===== config.mk =====
export PLATFORM = sky130hd
export DESIGN_NAME = bsf_bank1_regs
export DESIGN_NICKNAME = d
export VERILOG_FILES = /design/src/shared/bsf_pkg.sv /design/src/verilog/bsf_addr_decode.sv /design/src/verilog/bsf_bank1_regs.sv
export SDC_FILE = /design/constraint.sdc
export NUM_CORES = 1
export LEC_CHECK = 0
export ABC_AREA = 1
export BUFFER_PORTS_ARGS = -buffer_cell sky130_fd_sc_hd__buf_2
export CORE_ASPECT_RATIO = 0.7
export CORE_MARGIN = 3
export CORE_UTILIZATION = 50
export CTS_BUF_LIST = sky130_fd_sc_hd__clkbuf_4 sky130_fd_sc_hd__clkbuf_8
export DETAILED_ROUTE_END_ITERATION = 16
export MAX_ROUTING_LAYER = met4
export PLACE_DENSITY = 0.77
export SYNTH_ARGS = -nofsm -noshare
export SYNTH_HDL_FRONTEND = slang
export SYNTH_SLANG_ARGS = --single-unit
export TNS_END_PERCENT = 20

===== constraint.sdc =====
create_clock -name i_sys_clk -period 3.55 [get_ports i_sys_clk]
set_input_delay 0.8875 -clock i_sys_clk [delete_from_list [all_inputs] [get_ports i_sys_clk]]
set_output_delay 0.8875 -clock i_sys_clk [all_outputs]
set_load 0.05 [all_outputs]

===== src/shared/bsf_pkg.sv =====
`default_nettype none

package bsf_pkg;

  // geometry
  localparam int          BSF_PC_W     = 13;              // program counter width
  localparam int          BSF_LATH_W   = 5;               // holding latch width, pc bits 12..8

  // bank-one byte addresses
  localparam logic [7:0]  BSF_A_INDW   = 8'h80;           // indirect_access_window
  localparam logic [7:0]  BSF_A_OPT    = 8'h81;           // timer_prescale_options
  localparam logic [7:0]  BSF_A_PCLO   = 8'h82;           // program_counter_low
  localparam logic [7:0]  BSF_A_STAT   = 8'h83;           // arith_status
  localparam logic [7:0]  BSF_A_PTR    = 8'h84;           // indirect_pointer
  localparam logic [7:0]  BSF_A_DIRA   = 8'h85;           // port_a_direction
  localparam logic [7:0]  BSF_A_DIRB   = 8'h86;           // port_b_direction
  localparam logic [7:0]  BSF_A_LATH   = 8'h8A;           // pc_high_latch
  localparam logic [7:0]  BSF_A_ICTL   = 8'h8B;           // interrupt_control
  localparam logic [7:0]  BSF_A_PIE    = 8'h8C;           // peripheral_irq_enable
  localparam logic [7:0]  BSF_A_RCAU   = 8'h8E;           // power_reset_cause
  localparam logic [7:0]  BSF_A_ANCF   = 8'h9F;           // analog_pin_config
  localparam logic [7:0]  BSF_A_LAST   = 8'h9F;           // top of the bank-one slice
  localparam logic [7:0]  BSF_BANK_BIT = 8'h80;           // bank-select bit of the address

  // reset values
  localparam logic [7:0]  BSF_RST_OPT  = 8'hFF;
  localparam logic [7:0]  BSF_RST_PCLO = 8'h00;
  localparam logic [7:0]  BSF_RST_STAT = 8'h18;           // upper three clear, timeout and powerdown set
  localparam logic [7:0]  BSF_RST_PTR  = 8'h00;           // unknown at power-up, zero chosen
  localparam logic [5:0]  BSF_RST_DIRA = 6'h3F;
  localparam logic [7:0]  BSF_RST_DIRB = 8'hFF;
  localparam logic [4:0]  BSF_RST_LATH = 5'h00;
  localparam logic [7:0]  BSF_RST_ICTL = 8'h00;
  localparam logic [1:0]  BSF_RST_ANCF = 2'h0;

  // status field positions
  localparam int          BSF_ST_IBS   = 7;               // indirect_bank_select
  localparam int          BSF_ST_UBS   = 6;               // upper_bank_select
  localparam int          BSF_ST_LBS   = 5;               // lower bank select
  localparam int          BSF_ST_TMO   = 4;               // timeout_flag
  localparam int          BSF_ST_PWD   = 3;               // powerdown_flag

  // power_reset_cause field positions
  localparam int          BSF_PC_MPEEN = 7;
  localparam int          BSF_PC_PER   = 2;
  localparam int          BSF_PC_POR   = 1;
  localparam int          BSF_PC_BOR   = 0;

  // interrupt_control: hardware-set flag bits
  localparam logic [7:0]  BSF_ICTL_FLG = 8'h07;
  localparam int          BSF_PIE_ADIE = 6;

  // register selected by the decoder
  typedef enum logic [3:0] {
    BSF_SEL_NONE, BSF_SEL_INDW, BSF_SEL_OPT, BSF_SEL_PCLO, BSF_SEL_STAT, BSF_SEL_PTR,
    BSF_SEL_DIRA, BSF_SEL_DIRB, BSF_SEL_LATH, BSF_SEL_ICTL, BSF_SEL_PIE, BSF_SEL_RCAU,
    BSF_SEL_ANCF
  } bsf_sel_t;

  // cause of the current reset, several may be set
  typedef struct packed {
    logic por;                                            // power-on
    logic bor;                                            // brown-out
    logic per;                                            // parity error
    logic ext;                                            // external_reset_pin
    logic wdt;                                            // watchdog timeout
  } bsf_cause_t;

  // data-memory access from the core
  typedef struct packed {
    logic       rd;                                       // read strobe
    logic       wr;                                       // write strobe
    logic [7:0] addr;                                     // bank bit plus offset
    logic [7:0] wdata;                                    // write data
  } bsf_bus_req_t;

  // access forwarded through the indirect window
  typedef struct packed {
    logic       rd;
    logic       wr;
    logic [8:0] addr;                                     // indirect_bank_select plus pointer
    logic [7:0] wdata;
  } bsf_ind_req_t;

endpackage : bsf_pkg

`default_nettype wire


===== src/verilog/bsf_addr_decode.sv =====
`timescale 1ns/1ns
`default_nettype none

// maps a banked address onto one register of the slice
module bsf_addr_decode
  import bsf_pkg::*;
(
  input  wire logic [7:0] i_addr,                         // core data address
  output var bsf_sel_t    o_sel,                          // selected register
  output logic            o_hit                           // address belongs to this slice
);

  logic [7:0] bank1_addr;                                 // address forced into bank one
  logic       mirrored;                                   // location shared by both banks

  // bank-zero aliases of the shared locations
  always_comb begin
    bank1_addr = i_addr | BSF_BANK_BIT;
    mirrored = (bank1_addr == BSF_A_INDW) || (bank1_addr == BSF_A_PCLO) ||
               (bank1_addr == BSF_A_STAT) || (bank1_addr == BSF_A_PTR)  ||
               (bank1_addr == BSF_A_LATH) || (bank1_addr == BSF_A_ICTL);
    o_hit = i_addr[7] ? (i_addr <= BSF_A_LAST) : mirrored;
  end

  // offset to register; holes give none
  always_comb begin
    o_sel = BSF_SEL_NONE;
    if (o_hit) begin
      case (bank1_addr)
        BSF_A_INDW: o_sel = BSF_SEL_INDW;
        BSF_A_OPT:  o_sel = BSF_SEL_OPT;
        BSF_A_PCLO: o_sel = BSF_SEL_PCLO;
        BSF_A_STAT: o_sel = BSF_SEL_STAT;
        BSF_A_PTR:  o_sel = BSF_SEL_PTR;
        BSF_A_DIRA: o_sel = BSF_SEL_DIRA;
        BSF_A_DIRB: o_sel = BSF_SEL_DIRB;
        BSF_A_LATH: o_sel = BSF_SEL_LATH;
        BSF_A_ICTL: o_sel = BSF_SEL_ICTL;
        BSF_A_PIE:  o_sel = BSF_SEL_PIE;
        BSF_A_RCAU: o_sel = BSF_SEL_RCAU;
        BSF_A_ANCF: o_sel = BSF_SEL_ANCF;
        default:    o_sel = BSF_SEL_NONE;
      endcase
    end
  end

endmodule : bsf_addr_decode

`default_nettype wire


===== src/verilog/bsf_bank1_regs.sv =====
`timescale 1ns/1ns
`default_nettype none

// Notes on behaviour
// - shared registers reachable from both banks
// - only low program counter byte mapped
// - five-bit latch feeds upper pc, reset zero
// - power-up resets and other resets differ
// - pin and watchdog resets are other class
// - holes read zero, writes ignored
// - unchanged bits survive non-power-up resets
// - timeout and powerdown follow reset cause
module bsf_bank1_regs
  import bsf_pkg::*;
#(
  parameter int PC_W = BSF_PC_W                           // program counter width
)(
  input  wire logic                  i_sys_clk,           // core clock
  input  wire logic                  i_reset,             // sync reset, active high
  input  wire logic                  i_clk_en,            // freezes all state when low
  input  wire bsf_cause_t            i_cause,             // cause of the reset in progress
  input  wire logic                  i_parity_strap,      // parity checking enable strap
  input  wire bsf_bus_req_t          i_bus,               // core access
  output logic [7:0]                 o_rd_data,           // read data, one cycle later
  output logic                       o_hit,               // address claimed by this slice
  output var bsf_ind_req_t           o_ind,               // indirect window access
  input  wire logic [7:0]            i_ind_rd_data,       // data behind the indirect window
  input  wire logic                  i_pc_update,         // core advanced the counter
  input  wire logic [PC_W-1:0]       i_pc_value,          // counter value from the core
  input  wire logic                  i_clrwdt,            // watchdog clear executed
  input  wire logic                  i_sleep,             // sleep executed
  input  wire logic [2:0]            i_irq_set,           // timer, edge, port-change events
  output logic                       o_pc_load,           // software wrote the low byte
  output logic [PC_W-1:0]            o_pc_target,         // counter value to load
  output logic [BSF_LATH_W-1:0]      o_pc_latch,          // latch for branch targets
  output logic [1:0]                 o_bank_select,       // direct bank select
  output logic                       o_indirect_bank,     // indirect bank select
  output logic [7:0]                 o_option,            // timer and prescaler options
  output logic [5:0]                 o_port_a_dir,        // port a direction, 1 input
  output logic [7:0]                 o_port_b_dir,        // port b direction, 1 input
  output logic [7:0]                 o_int_control,       // interrupt enables and flags
  output logic                       o_adc_irq_en,        // converter interrupt enable
  output logic [1:0]                 o_analog_cfg         // analog pin configuration
);

  // refuse widths the latch cannot serve
  if (PC_W != BSF_LATH_W + 8) begin : g_bad_width
    $error("bsf_bank1_regs: PC_W must be eight plus the latch width");
  end

  // whole state of the slice
  typedef struct packed {
    logic [7:0]            option;                        // timer_prescale_options
    logic [7:0]            pc_low;                        // program_counter_low
    logic [7:0]            status;                        // arith_status
    logic [7:0]            ptr;                           // indirect_pointer
    logic [5:0]            dira;                          // port_a_direction
    logic [7:0]            dirb;                          // port_b_direction
    logic [BSF_LATH_W-1:0] lath;                          // pc_high_latch
    logic [7:0]            ictl;                          // interrupt_control
    logic                  adie;                          // peripheral_irq_enable bit
    logic                  mpeen;                         // parity enable, read only
    logic                  per_ok;                        // low after parity reset
    logic                  por_ok;                        // low after power-on reset
    logic                  bor_ok;                        // low after brown-out reset
    logic [1:0]            ancf;                          // analog_pin_config
    logic [7:0]            rd_data;                       // registered read data
    logic                  pc_load;                       // load pulse
    logic [PC_W-1:0]       pc_target;                     // load value
  } bsf_state_t;

  bsf_state_t state_reg;                                  // registered state
  bsf_state_t state_next;                                 // next state
  bsf_sel_t   sel;                                        // decoded register
  logic       hit;                                        // decoder hit
  logic       wr_en;                                      // qualified write
  logic       rd_en;                                      // qualified read
  logic       power_class;                                // power-up reset class
  logic [7:0] rd_mux;                                     // read value before the flop

  // address decoder
  // both banks alike for the shared locations
  bsf_addr_decode u_decode (
    .i_addr (i_bus.addr),
    .o_sel  (sel),
    .o_hit  (hit)
  );

  assign wr_en = i_bus.wr && hit;
  assign rd_en = i_bus.rd && hit;
  assign o_hit = hit;

  assign power_class = i_cause.por || i_cause.bor || i_cause.per;

  // indirect window forwarding, handshake outputs
  always_comb begin
    o_ind.rd    = rd_en && (sel == BSF_SEL_INDW);
    o_ind.wr    = wr_en && (sel == BSF_SEL_INDW);
    o_ind.addr  = {state_reg.status[BSF_ST_IBS], state_reg.ptr};
    o_ind.wdata = i_bus.wdata;
  end

  // read multiplexer
  always_comb begin
    rd_mux = 8'h00;
    case (sel)
      BSF_SEL_INDW: rd_mux = i_ind_rd_data;
      BSF_SEL_OPT:  rd_mux = state_reg.option;
      BSF_SEL_PCLO: rd_mux = state_reg.pc_low;
      BSF_SEL_STAT: rd_mux = state_reg.status;
      BSF_SEL_PTR:  rd_mux = state_reg.ptr;
      BSF_SEL_DIRA: rd_mux = {2'h0, state_reg.dira};
      BSF_SEL_DIRB: rd_mux = state_reg.dirb;
      BSF_SEL_LATH: rd_mux = {3'h0, state_reg.lath};
      BSF_SEL_ICTL: rd_mux = state_reg.ictl;
      BSF_SEL_PIE:  rd_mux = {1'h0, state_reg.adie, 6'h00};
      BSF_SEL_RCAU: rd_mux = {state_reg.mpeen, 4'h0, state_reg.per_ok,
                              state_reg.por_ok, state_reg.bor_ok};
      BSF_SEL_ANCF: rd_mux = {6'h00, state_reg.ancf};
      default:      rd_mux = 8'h00;
    endcase
  end

  // next-state logic
  always_comb begin
    state_next         = state_reg;
    state_next.pc_load = 1'b0;
    if (i_reset) begin
      state_next.option = BSF_RST_OPT;
      state_next.dira   = BSF_RST_DIRA;
      state_next.dirb   = BSF_RST_DIRB;
      state_next.pc_low = BSF_RST_PCLO;
      state_next.lath   = BSF_RST_LATH;
      state_next.ancf   = BSF_RST_ANCF;
      state_next.adie   = 1'b0;
      state_next.rd_data   = 8'h00;
      state_next.pc_target = '0;
      state_next.status[7:5] = BSF_RST_STAT[7:5];
      state_next.mpeen       = i_parity_strap;
      state_next.ictl[7:1]   = BSF_RST_ICTL[7:1];
      if (power_class) begin
        state_next.status = BSF_RST_STAT;
        state_next.ptr    = BSF_RST_PTR;
        state_next.ictl   = BSF_RST_ICTL;
        // cause flags: cleared for the cause seen
        state_next.por_ok = !i_cause.por;
        state_next.bor_ok = !i_cause.bor;
        state_next.per_ok = !i_cause.per;
      end else begin
        // unchanged bits kept as they are
        if (i_cause.wdt) begin
          state_next.status[BSF_ST_TMO] = 1'b0;
        end
      end
    end else begin
      // counter tracking from the core
      if (i_pc_update) begin
        state_next.pc_low = i_pc_value[7:0];
      end
      if (i_clrwdt) begin
        state_next.status[BSF_ST_TMO] = 1'b1;
        state_next.status[BSF_ST_PWD] = 1'b1;
      end else if (i_sleep) begin
        state_next.status[BSF_ST_TMO] = 1'b1;
        state_next.status[BSF_ST_PWD] = 1'b0;
      end
      // register writes
      if (wr_en) begin
        case (sel)
          BSF_SEL_OPT:  state_next.option = i_bus.wdata;
          BSF_SEL_PCLO: begin
            state_next.pc_low    = i_bus.wdata;
            state_next.pc_load   = 1'b1;
            state_next.pc_target = {state_reg.lath, i_bus.wdata};
          end
          BSF_SEL_STAT: begin
            // upper bank bits stored as written
            state_next.status[7:5] = i_bus.wdata[7:5];
            state_next.status[2:0] = i_bus.wdata[2:0];
          end
          BSF_SEL_PTR:  state_next.ptr  = i_bus.wdata;
          BSF_SEL_DIRA: state_next.dira = i_bus.wdata[5:0];
          BSF_SEL_DIRB: state_next.dirb = i_bus.wdata;
          BSF_SEL_LATH: state_next.lath = i_bus.wdata[BSF_LATH_W-1:0];
          BSF_SEL_ICTL: state_next.ictl = i_bus.wdata;
          BSF_SEL_PIE:  state_next.adie = i_bus.wdata[BSF_PIE_ADIE];
          BSF_SEL_RCAU: begin
            // cause flags rearmed by software
            state_next.per_ok = i_bus.wdata[BSF_PC_PER];
            state_next.por_ok = i_bus.wdata[BSF_PC_POR];
            state_next.bor_ok = i_bus.wdata[BSF_PC_BOR];
          end
          BSF_SEL_ANCF: state_next.ancf = i_bus.wdata[1:0];
          default:      state_next.ancf = state_reg.ancf;
        endcase
      end
      // event flags: set wins over a clearing write
      state_next.ictl = state_next.ictl | ({5'h00, i_irq_set} & BSF_ICTL_FLG);
      // read data captured
      if (rd_en) begin
        state_next.rd_data = rd_mux;
      end
    end
  end

  // state register, frozen by the clock enable
  always_ff @(posedge i_sys_clk) begin
    if (i_clk_en) begin
      state_reg <= state_next;
    end
  end

  // outputs from the state
  assign o_rd_data       = state_reg.rd_data;
  assign o_pc_load       = state_reg.pc_load;
  assign o_pc_target     = state_reg.pc_target;
  assign o_pc_latch      = state_reg.lath;
  assign o_bank_select   = state_reg.status[BSF_ST_UBS:BSF_ST_LBS];
  assign o_indirect_bank = state_reg.status[BSF_ST_IBS];
  assign o_option        = state_reg.option;
  assign o_port_a_dir    = state_reg.dira;
  assign o_port_b_dir    = state_reg.dirb;
  assign o_int_control   = state_reg.ictl;
  assign o_adc_irq_en    = state_reg.adie;
  assign o_analog_cfg    = state_reg.ancf;

endmodule : bsf_bank1_regs

`default_nettype wire

# --- Word-level counts from Yosys, hierarchy flattened ---
# Index checks and enable logic that the tools add are counted.
# Widths: inputs -> output; s select.
word_totals:
  out_inout_bits: 83
  in_bits: 54
  reg_bits: 88
  wordCells: 127
classes:
  eq_ne: 25
  mux: 33
  order_cmp: 1
  reduce_logical: 45
  bitwise_logic: 2
op_table:
  columns: ["op", "count"]
  rows:
  - ["$pmux 8 s12", 1]
  - ["$mux 39", 2]
  - ["$mux 8", 7]
  - ["$pmux 4 s12", 1]
  - ["$mux 41", 1]
  - ["$reduce_and 3->1", 10]
  - ["$eq 7x4->1 const B", 4]
  - ["$mux 13", 2]
  - ["$reduce_bool 2->1", 12]
  - ["$eq 7x3->1 const B", 3]
  - ["$eq 4x4->1 const B", 5]
  - ["$mux 19", 1]
  - ["$eq 4x3->1 const B", 4]
  - ["$eq 7x2->1 const B", 2]
  - ["$mux 14", 1]
  - ["$mux 12", 1]
  - ["$mux 3", 4]
  - ["$reduce_and 4->1", 3]
  - ["$mux 5", 2]
  - ["$eq 4x2->1 const B", 2]
  - ["$le 8x8->1 const B", 1]
  - ["$or 8x3->8", 1]
  - ["$eq 7x1->1 const B", 1]
  - ["$eq 7x5->1 const B", 1]
  - ["other kinds (15)", 34]

# --- Logic depth before layout (Yosys ltp) ---
# Gate-level depths: netlist (run 1).
depth:
  word_depth: 14
  depth_mapped: 15
  depth_no_buf: 15

# --- Hierarchy ---
# Synthesis (run 1) repeated with hierarchy kept, for this count alone.
unflattened:
  hier_cells: 574
  area_unflattened_um2: 5082.4
modules_own_cells:
  columns: ["module", "area_per_inst_um2", "n_inst", "seq_area_each_um2", "cells_each"]
  rows:
  - ["bsf_bank1_regs", 4812.1, 1, 2642.5, 519]
  - ["bsf_addr_decode", 270.3, 1, 0.0, 55]

# --- Worst setup path before layout (run 1) ---
# No wires, ideal clock.
synth_path:
  path_type: "in2out"
  startpoint: "input i_bus[12] (netlist bit)"
  endpoint: "output o_ind[18] (netlist bit)"
  path_stages: 9
  required_ns: 2.663
  n_path_buf: 0
  slack_ns: -0.372
  arrival_ns: 3.034
  cell_sequence: "inv_2 > nand2_1 > nor2_8 > nand2_2 > nand2_1 > nor2_2 > a21oi_4 > inv_1 > nor3_1"
synth_rtl:
  columns: ["item", "line", "text"]
  rows:
  - ["from (decl)", "bsf_bank1_regs.sv:23", "input wire bsf_bus_req_t i_bus,"]
  - ["to (decl)", "bsf_bank1_regs.sv:26", "output var bsf_ind_req_t o_ind,"]

==> results of run 1 <==
-- power by group --
| group | total (mW) | internal, mW | switching [mW] |
|---|---|---|---|
| clock | 0.620 | 0.268 | 0.352 |
| combinational | 0.441 | 0.0950 | 0.346 |
| sequential | 1.25 | 1.21 | 0.0333 |
| total | 2.31 | 1.58 | 0.731 |
-- critical path, cell delays in order --
cell	delay (ns)
buf_2	0.10
inv_2	0.09
nand2_1	0.13
nor2_8	0.18
nand2_2	0.14
nand2_1	0.11
nor2_2	0.05
a21oi_4	0.21
nand2_4	0.10
nor2_2	0.11
buf_2	0.29
-- cells in the final DEF (no fill, tap or decap), types with 5 or more instances in the layout --
cell        n
o22ai_1     5
nor3_1      7
nand2_4     5
edfxtp_1   88
nand3_1    31
buf_2     130
buf_4      14
clkbuf_8    9
nand2_2     8
inv_2       8
nand2_1    75
a21oi_1    17
nor2_2      7
o21ai_0    42
nor2_1     64
inv_1      48
-- logic make-up after synthesis --
logic type,synth area share
muxes,0.00197
and+or+nand+nor,0.209
DFF,0.521
AOI/OAI and AO/OA,0.0981
buffers and inverters,0.171
-- area by class of cell --
cell class / count / area [sq um]
clock inverters: 5 / 31.3
multi-input cells: 299 / 1570
inverters: 57 / 216
repair buffers: 144 / 756
flip-flops and latches: 88 / 2640
clock buffers: 11 / 139
fillers: 910 / 4280
well taps: 128 / 160
-- stage by stage --
step,worst slack (ns),instances
floorplan,0.0226,534
global placement,0.275,716
detailed placement,0.233,716
CTS,0.238,732
global route,0.124,732
finish,0.243,732
-- per-layer routing --
layer / vias up / share of wire / track usage
met3: 12 / 0.11 / 0.0638
met4: 0 / 0.0071 / 0.0446
met5: - / 0 / -
li1: 1849 / - / -
met1: 1858 / 0.45 / 0.362
met2: 224 / 0.44 / 0.364
-- Yosys cell counts --
master     count
mux2i_1        1
edfxtp_1      88
nor2_4         3
nand2_2        8
buf_6          2
nand3_2        1
o21ai_2        3
a211oi_1       1
nand4_1        4
o21bai_1       1
inv_1         48
or2_2          1
a31oi_1        2
and2_1         1
nor3_1         8
buf_2          3
a21oi_1       17
nand2_1       75
o22ai_1        5
nand2_4        5
nand3b_1       2
clkbuf_1       7
nand3_1       31
o31ai_1        1
nor2_1        65
a21oi_2        1
a22o_1         2
nand3_4        1
inv_4          1
o32ai_1        2
buf_4         78
a21oi_4        1
o21ai_4        1
a32o_1         2
o2bb2ai_1      1
nor2_2         6
nor2_8         4
inv_2          8
o21ai_0       43
-- final timing paths --
check / start / end / cells after the start
hold reg to reg: o_int_control[7] / o_int_control[7] / 2
hold / removal: o_int_control[7] / o_int_control[7] / 2
setup reg to reg: o_int_control[0] / o_rd_data[0] / 4
setup / recovery: i_bus[12] / o_ind[17] / 11
==> results.cfg, run 1 <==
[clock_network]
cts_repair_resized_insts = 0
tritoncts.num_buffers = 9
clock_root_buffer_master = clkbuf_8
postCtsHoldBufs = 0
worst_setup_hold_path_clk_slew_ns = 0.08
clock_sinks = 88
cts_tree = yes
cts_max_level = 3
cts_max_path_buffers = 2
post_cts_buffers = 0
worst_skew_pair_latency_ns = 0.37

[drt]
postRouteAntennaNets = 0
avgRoutedWirePerCell_microns = 19.1
remaining_drc_errors = 0
drt_wl_total_microns = 13900
detailroute.via_count = 3943
vias_per_instance = 5.39
1st_pass_router_iterations = 5
drt_first_iter_violations = 396

[timing]
setup_viol = 0
worst_slew_pin_slew_ns = 0.469
rsz0062_at_grt = no
layout_worst_path_cycle_share = 0.932
max_slew_margin = 0.687
clock-skew-final_ns = 0.00867
tns_ns = 0
fin_crit_ns = 3.31
finalHoldWorstSlack_ns = 0.628
max_freq_mhz = 302
final_hold_viol_count = 0
timing.final.max_slew_violations = 0

[floorplan]
die_w_microns = 126
core_region_area_sq_mm = 0.00980
die_y_microns = 90.3
std_cell_rows = 30
initial_utilization = 0.518
floorplan.die_area_sq_mm = 0.0114
io-pin-count = 137

[setup_path]
setup.worst_path.start_class = input port
critPathRequiredTime_ns = 2.66
critical_path.max_fanout = 10
regToRegSetupSlack_ns = 2.07
crit_path_end_kind = output port
critPathKind = input port to output port
worst-endpoint-arrival_ns = 2.42

[placement]
placement.cell_area_sq_mm = 0.00535
numPortBuffers = 130
dp.final_hpwl_microns = 11000
gp_routability_congestion = 1.02

[yosys]
syn-mean-instance-area_sq_um = 9.50
syn_area_sq_mm = 0.00507
synth_cells = 534
synth.ff_latch_count = 88
post_synth_num_cell_types = 39
post_synth_main_area_contributors = edfxtp_1 (52%), buf_4 (12%), nand2_1 (5.5%), nor2_1 (4.8%), o21ai_0 (4.2%)
synth.top_cell.area_share = 0.521
syn_nets = 588
post-synth-top-area-cell = edfxtp_1
yosys_warnings = 0
ys_seq_area_frac = 0.521

[pwr]
power.leakage_nw = 2.41
ir_drop_mv = 0.233
post-layout-total-power_mw = 2.31
p_per_area_mw_per_mm2 = 418

[global_routing]
grt_start_max_net_pins = 29
grt_pass1_wl_microns = 21200
grt_antenna_before_repair = 0
grt_usage = 0.250
via_count_of_the_first_global_routing_pass = 3809
global_route_overflow = 0

[cells_and_area]
max_reg_flops = 17
layout-drive-gt1-share = 0.338
postLayoutCellArea_sq_mm = 0.00552
flow.area_growth_from_synthesis_pct = 8.75
finalCoreUtilization = 0.563
finish.net_count = 653
n_antenna_cell = 0

[status]
run_status = finished, final reports clean

[hold_path]
timing.hold.worst.class = flop to flop

[job]
max_cap_violations = 0
No activity file was read; power rests on OpenSTA's default activity.
==> run 2, diff against run 1 <==
--- a/config.mk
+++ b/config.mk
@@ -9,11 +9,9 @@
 export BUFFER_PORTS_ARGS = -buffer_cell sky130_fd_sc_hd__buf_2
 export CORE_ASPECT_RATIO = 0.7
 export CORE_MARGIN = 3
-export CORE_UTILIZATION = 50
+export CORE_UTILIZATION = 25
 export CTS_BUF_LIST = sky130_fd_sc_hd__clkbuf_4 sky130_fd_sc_hd__clkbuf_8
 export DETAILED_ROUTE_END_ITERATION = 16
-export MAX_ROUTING_LAYER = met4
-export PLACE_DENSITY = 0.77
 export SYNTH_ARGS = -nofsm -noshare
 export SYNTH_HDL_FRONTEND = slang
 export SYNTH_SLANG_ARGS = --single-unit
==> results.cfg, run 2 (synthesis results as in run 1) <==
[setup_path]
critPathKind = input port to output port
slowest_delay_ns = 0.28
worst_path_max_delay_cell = buf_2
setup.worst_path.start_class = input port
timing.critical_path.cells = buf_2 > inv_2 > nand2_1 > nor2_8 > nand2_2 > nand2_1 > nor2_2 > a21oi_4 > nand2_4 > nor2_2 > buf_2
worstRegToRegCells = 5
critical_path.max_fanout = 10
worst-endpoint-arrival_ns = 2.48
crit_path_end_kind = output port
critPathRequiredTime_ns = 2.66

[cells_and_area]
multi_input_comb_area_sq_mm = 0.00157
max_reg_flops = 17
layout-drive-gt1-share = 0.349
layout_commonest_cell = buf_2
finish.net_count = 660
instances_no_fill = 875
mostFrequentLayoutCells = buf_2 (130), edfxtp_1 (88), nand2_1 (75), nor2_1 (64), inv_1 (48)
flow.area_growth_from_synthesis_pct = 13.2
n_antenna_cell = 0
register_area_sq_mm = 0.00264
num-fill-cells = 2045

[clock_network]
cts_repair_resized_insts = 0
cts_max_level = 3
clock_root_buffer_master = clkbuf_8
tritoncts.num_buffers = 9
clock_sinks = 88
worst_setup_hold_path_clk_slew_ns = 0.09
post_cts_buffers = 0
cts_tree = yes
worst_skew_pair_latency_ns = 0.38
postCtsHoldBufs = 0
cts_max_path_buffers = 2

[drt]
vias_per_instance = 4.56
drt_first_iter_violations = 448
drt_wl_total_microns = 16400
detailroute.via_count = 3991
remaining_drc_errors = 0
avgRoutedWirePerCell_microns = 18.7
postRouteAntennaNets = 0
1st_pass_router_iterations = 5

[hold_path]
timing.hold.worst_path_depth = 2
timing.hold.worst.class = flop to flop

[timing]
max_freq_mhz = 297
worst_slew_pin_slew_ns = 0.528
fin_crit_ns = 3.37
final_hold_viol_count = 0
layout_worst_path_cycle_share = 0.949
rsz0062_at_grt = no
setup_viol = 0
tns_ns = 0
timing.final.max_slew_violations = 0
max_slew_margin = 0.647
clock-skew-final_ns = 0.0153

[pwr]
netSwitchingPower_uw = 773
internal_power_mw = 1.56
p_per_area_mw_per_mm2 = 407
power.leakage_nw = 2.44
sw_frac_of_total = 0.331
register_share_of_total_power = 0.532
share_clk_of_total_power = 0.273
power.share.combinational = 0.195
post-layout-total-power_mw = 2.34
ir_drop_mv = 0.167

[global_routing]
grt_pass1_wl_microns = 23600
grt_antenna_before_repair = 0
global_route_overflow = 0
grt_start_max_net_pins = 29
via_count_of_the_first_global_routing_pass = 3735
grt_usage = 0.146

[floorplan]
die_y_microns = 125
std_cell_rows = 42
core_region_area_sq_mm = 0.0194
initial_utilization = 0.262
io-pin-count = 137
floorplan.die_area_sq_mm = 0.0221
die_w_microns = 176

[placement]
gp_routability_congestion = 0.873
numPortBuffers = 130
dp.final_hpwl_microns = 13300
numPlacedInstances = 859

[status]
run_status = finished, final reports clean

[job]
max_cap_violations = 0
==> run 2: layer usage <==
layer / vias up / global-route usage / routed length, microns
li1: 1856 / - / -
met1: 1901 / 0.219 / 7500
met2: 222 / 0.205 / 6830
met3: 12 / 0.0482 / 1950
met4: 0 / 0.0251 / 123
met5: - / 0 / 0
==> run 2: area by class of cell <==
cell class | count | area share
multi-input combinational | 299 | 0.274
tap | 264 | 0.0575
inverter | 57 | 0.0377
timing repair buffer | 151 | 0.141
sequential | 88 | 0.460
clock inverter | 7 | 0.00828
clock buffer | 9 | 0.0216
==> run 2: critical path: cells and delay by family <==
| family | cells | cell delay [ns] |
|---|---|---|
| buf+inv | 3 | 0.47 |
| compound gates | 1 | 0.22 |
| simple gates | 7 | 0.91 |
==> run 2: final timing paths <==
path,endpoint,slack (ns),startpoint
hold / removal,o_int_control[4],0.63,o_int_control[4]
setup / recovery,o_ind[17],0.18,i_bus[12]
setup reg to reg,o_rd_data[7],2.09,o_ind[16]
hold reg to reg,o_int_control[4],0.63,o_int_control[4]
==> run 2: metrics by stage <==
| stage | hold slack (ns) | setup WS, ns | area [sq um] | util |
|---|---|---|---|---|
| 2_1_floorplan | 0.578 | 0.0226 | 5080 | - |
| 3_3_place_gp | 0.597 | 0.209 | 5570 | 0.287 |
| 3_5_place_dp | 0.605 | 0.199 | 5570 | 0.287 |
| 4_1_cts | 0.632 | 0.194 | 5740 | 0.296 |
| 5_1_grt | 0.642 | 0.0583 | 5740 | 0.296 |
| 6_report | 0.634 | 0.179 | 5740 | 0.296 |
==> run 2: power by group through the flow <==
stage               sequential, mW  clock, mW  combinational, mW
CTS                           1.24      0.646              0.459
finish                        1.24      0.638              0.455
detailed placement            1.27          0              0.457
global route                  1.25      0.685              0.481
floorplan                     1.26          0              0.367
global placement              1.27          0              0.456
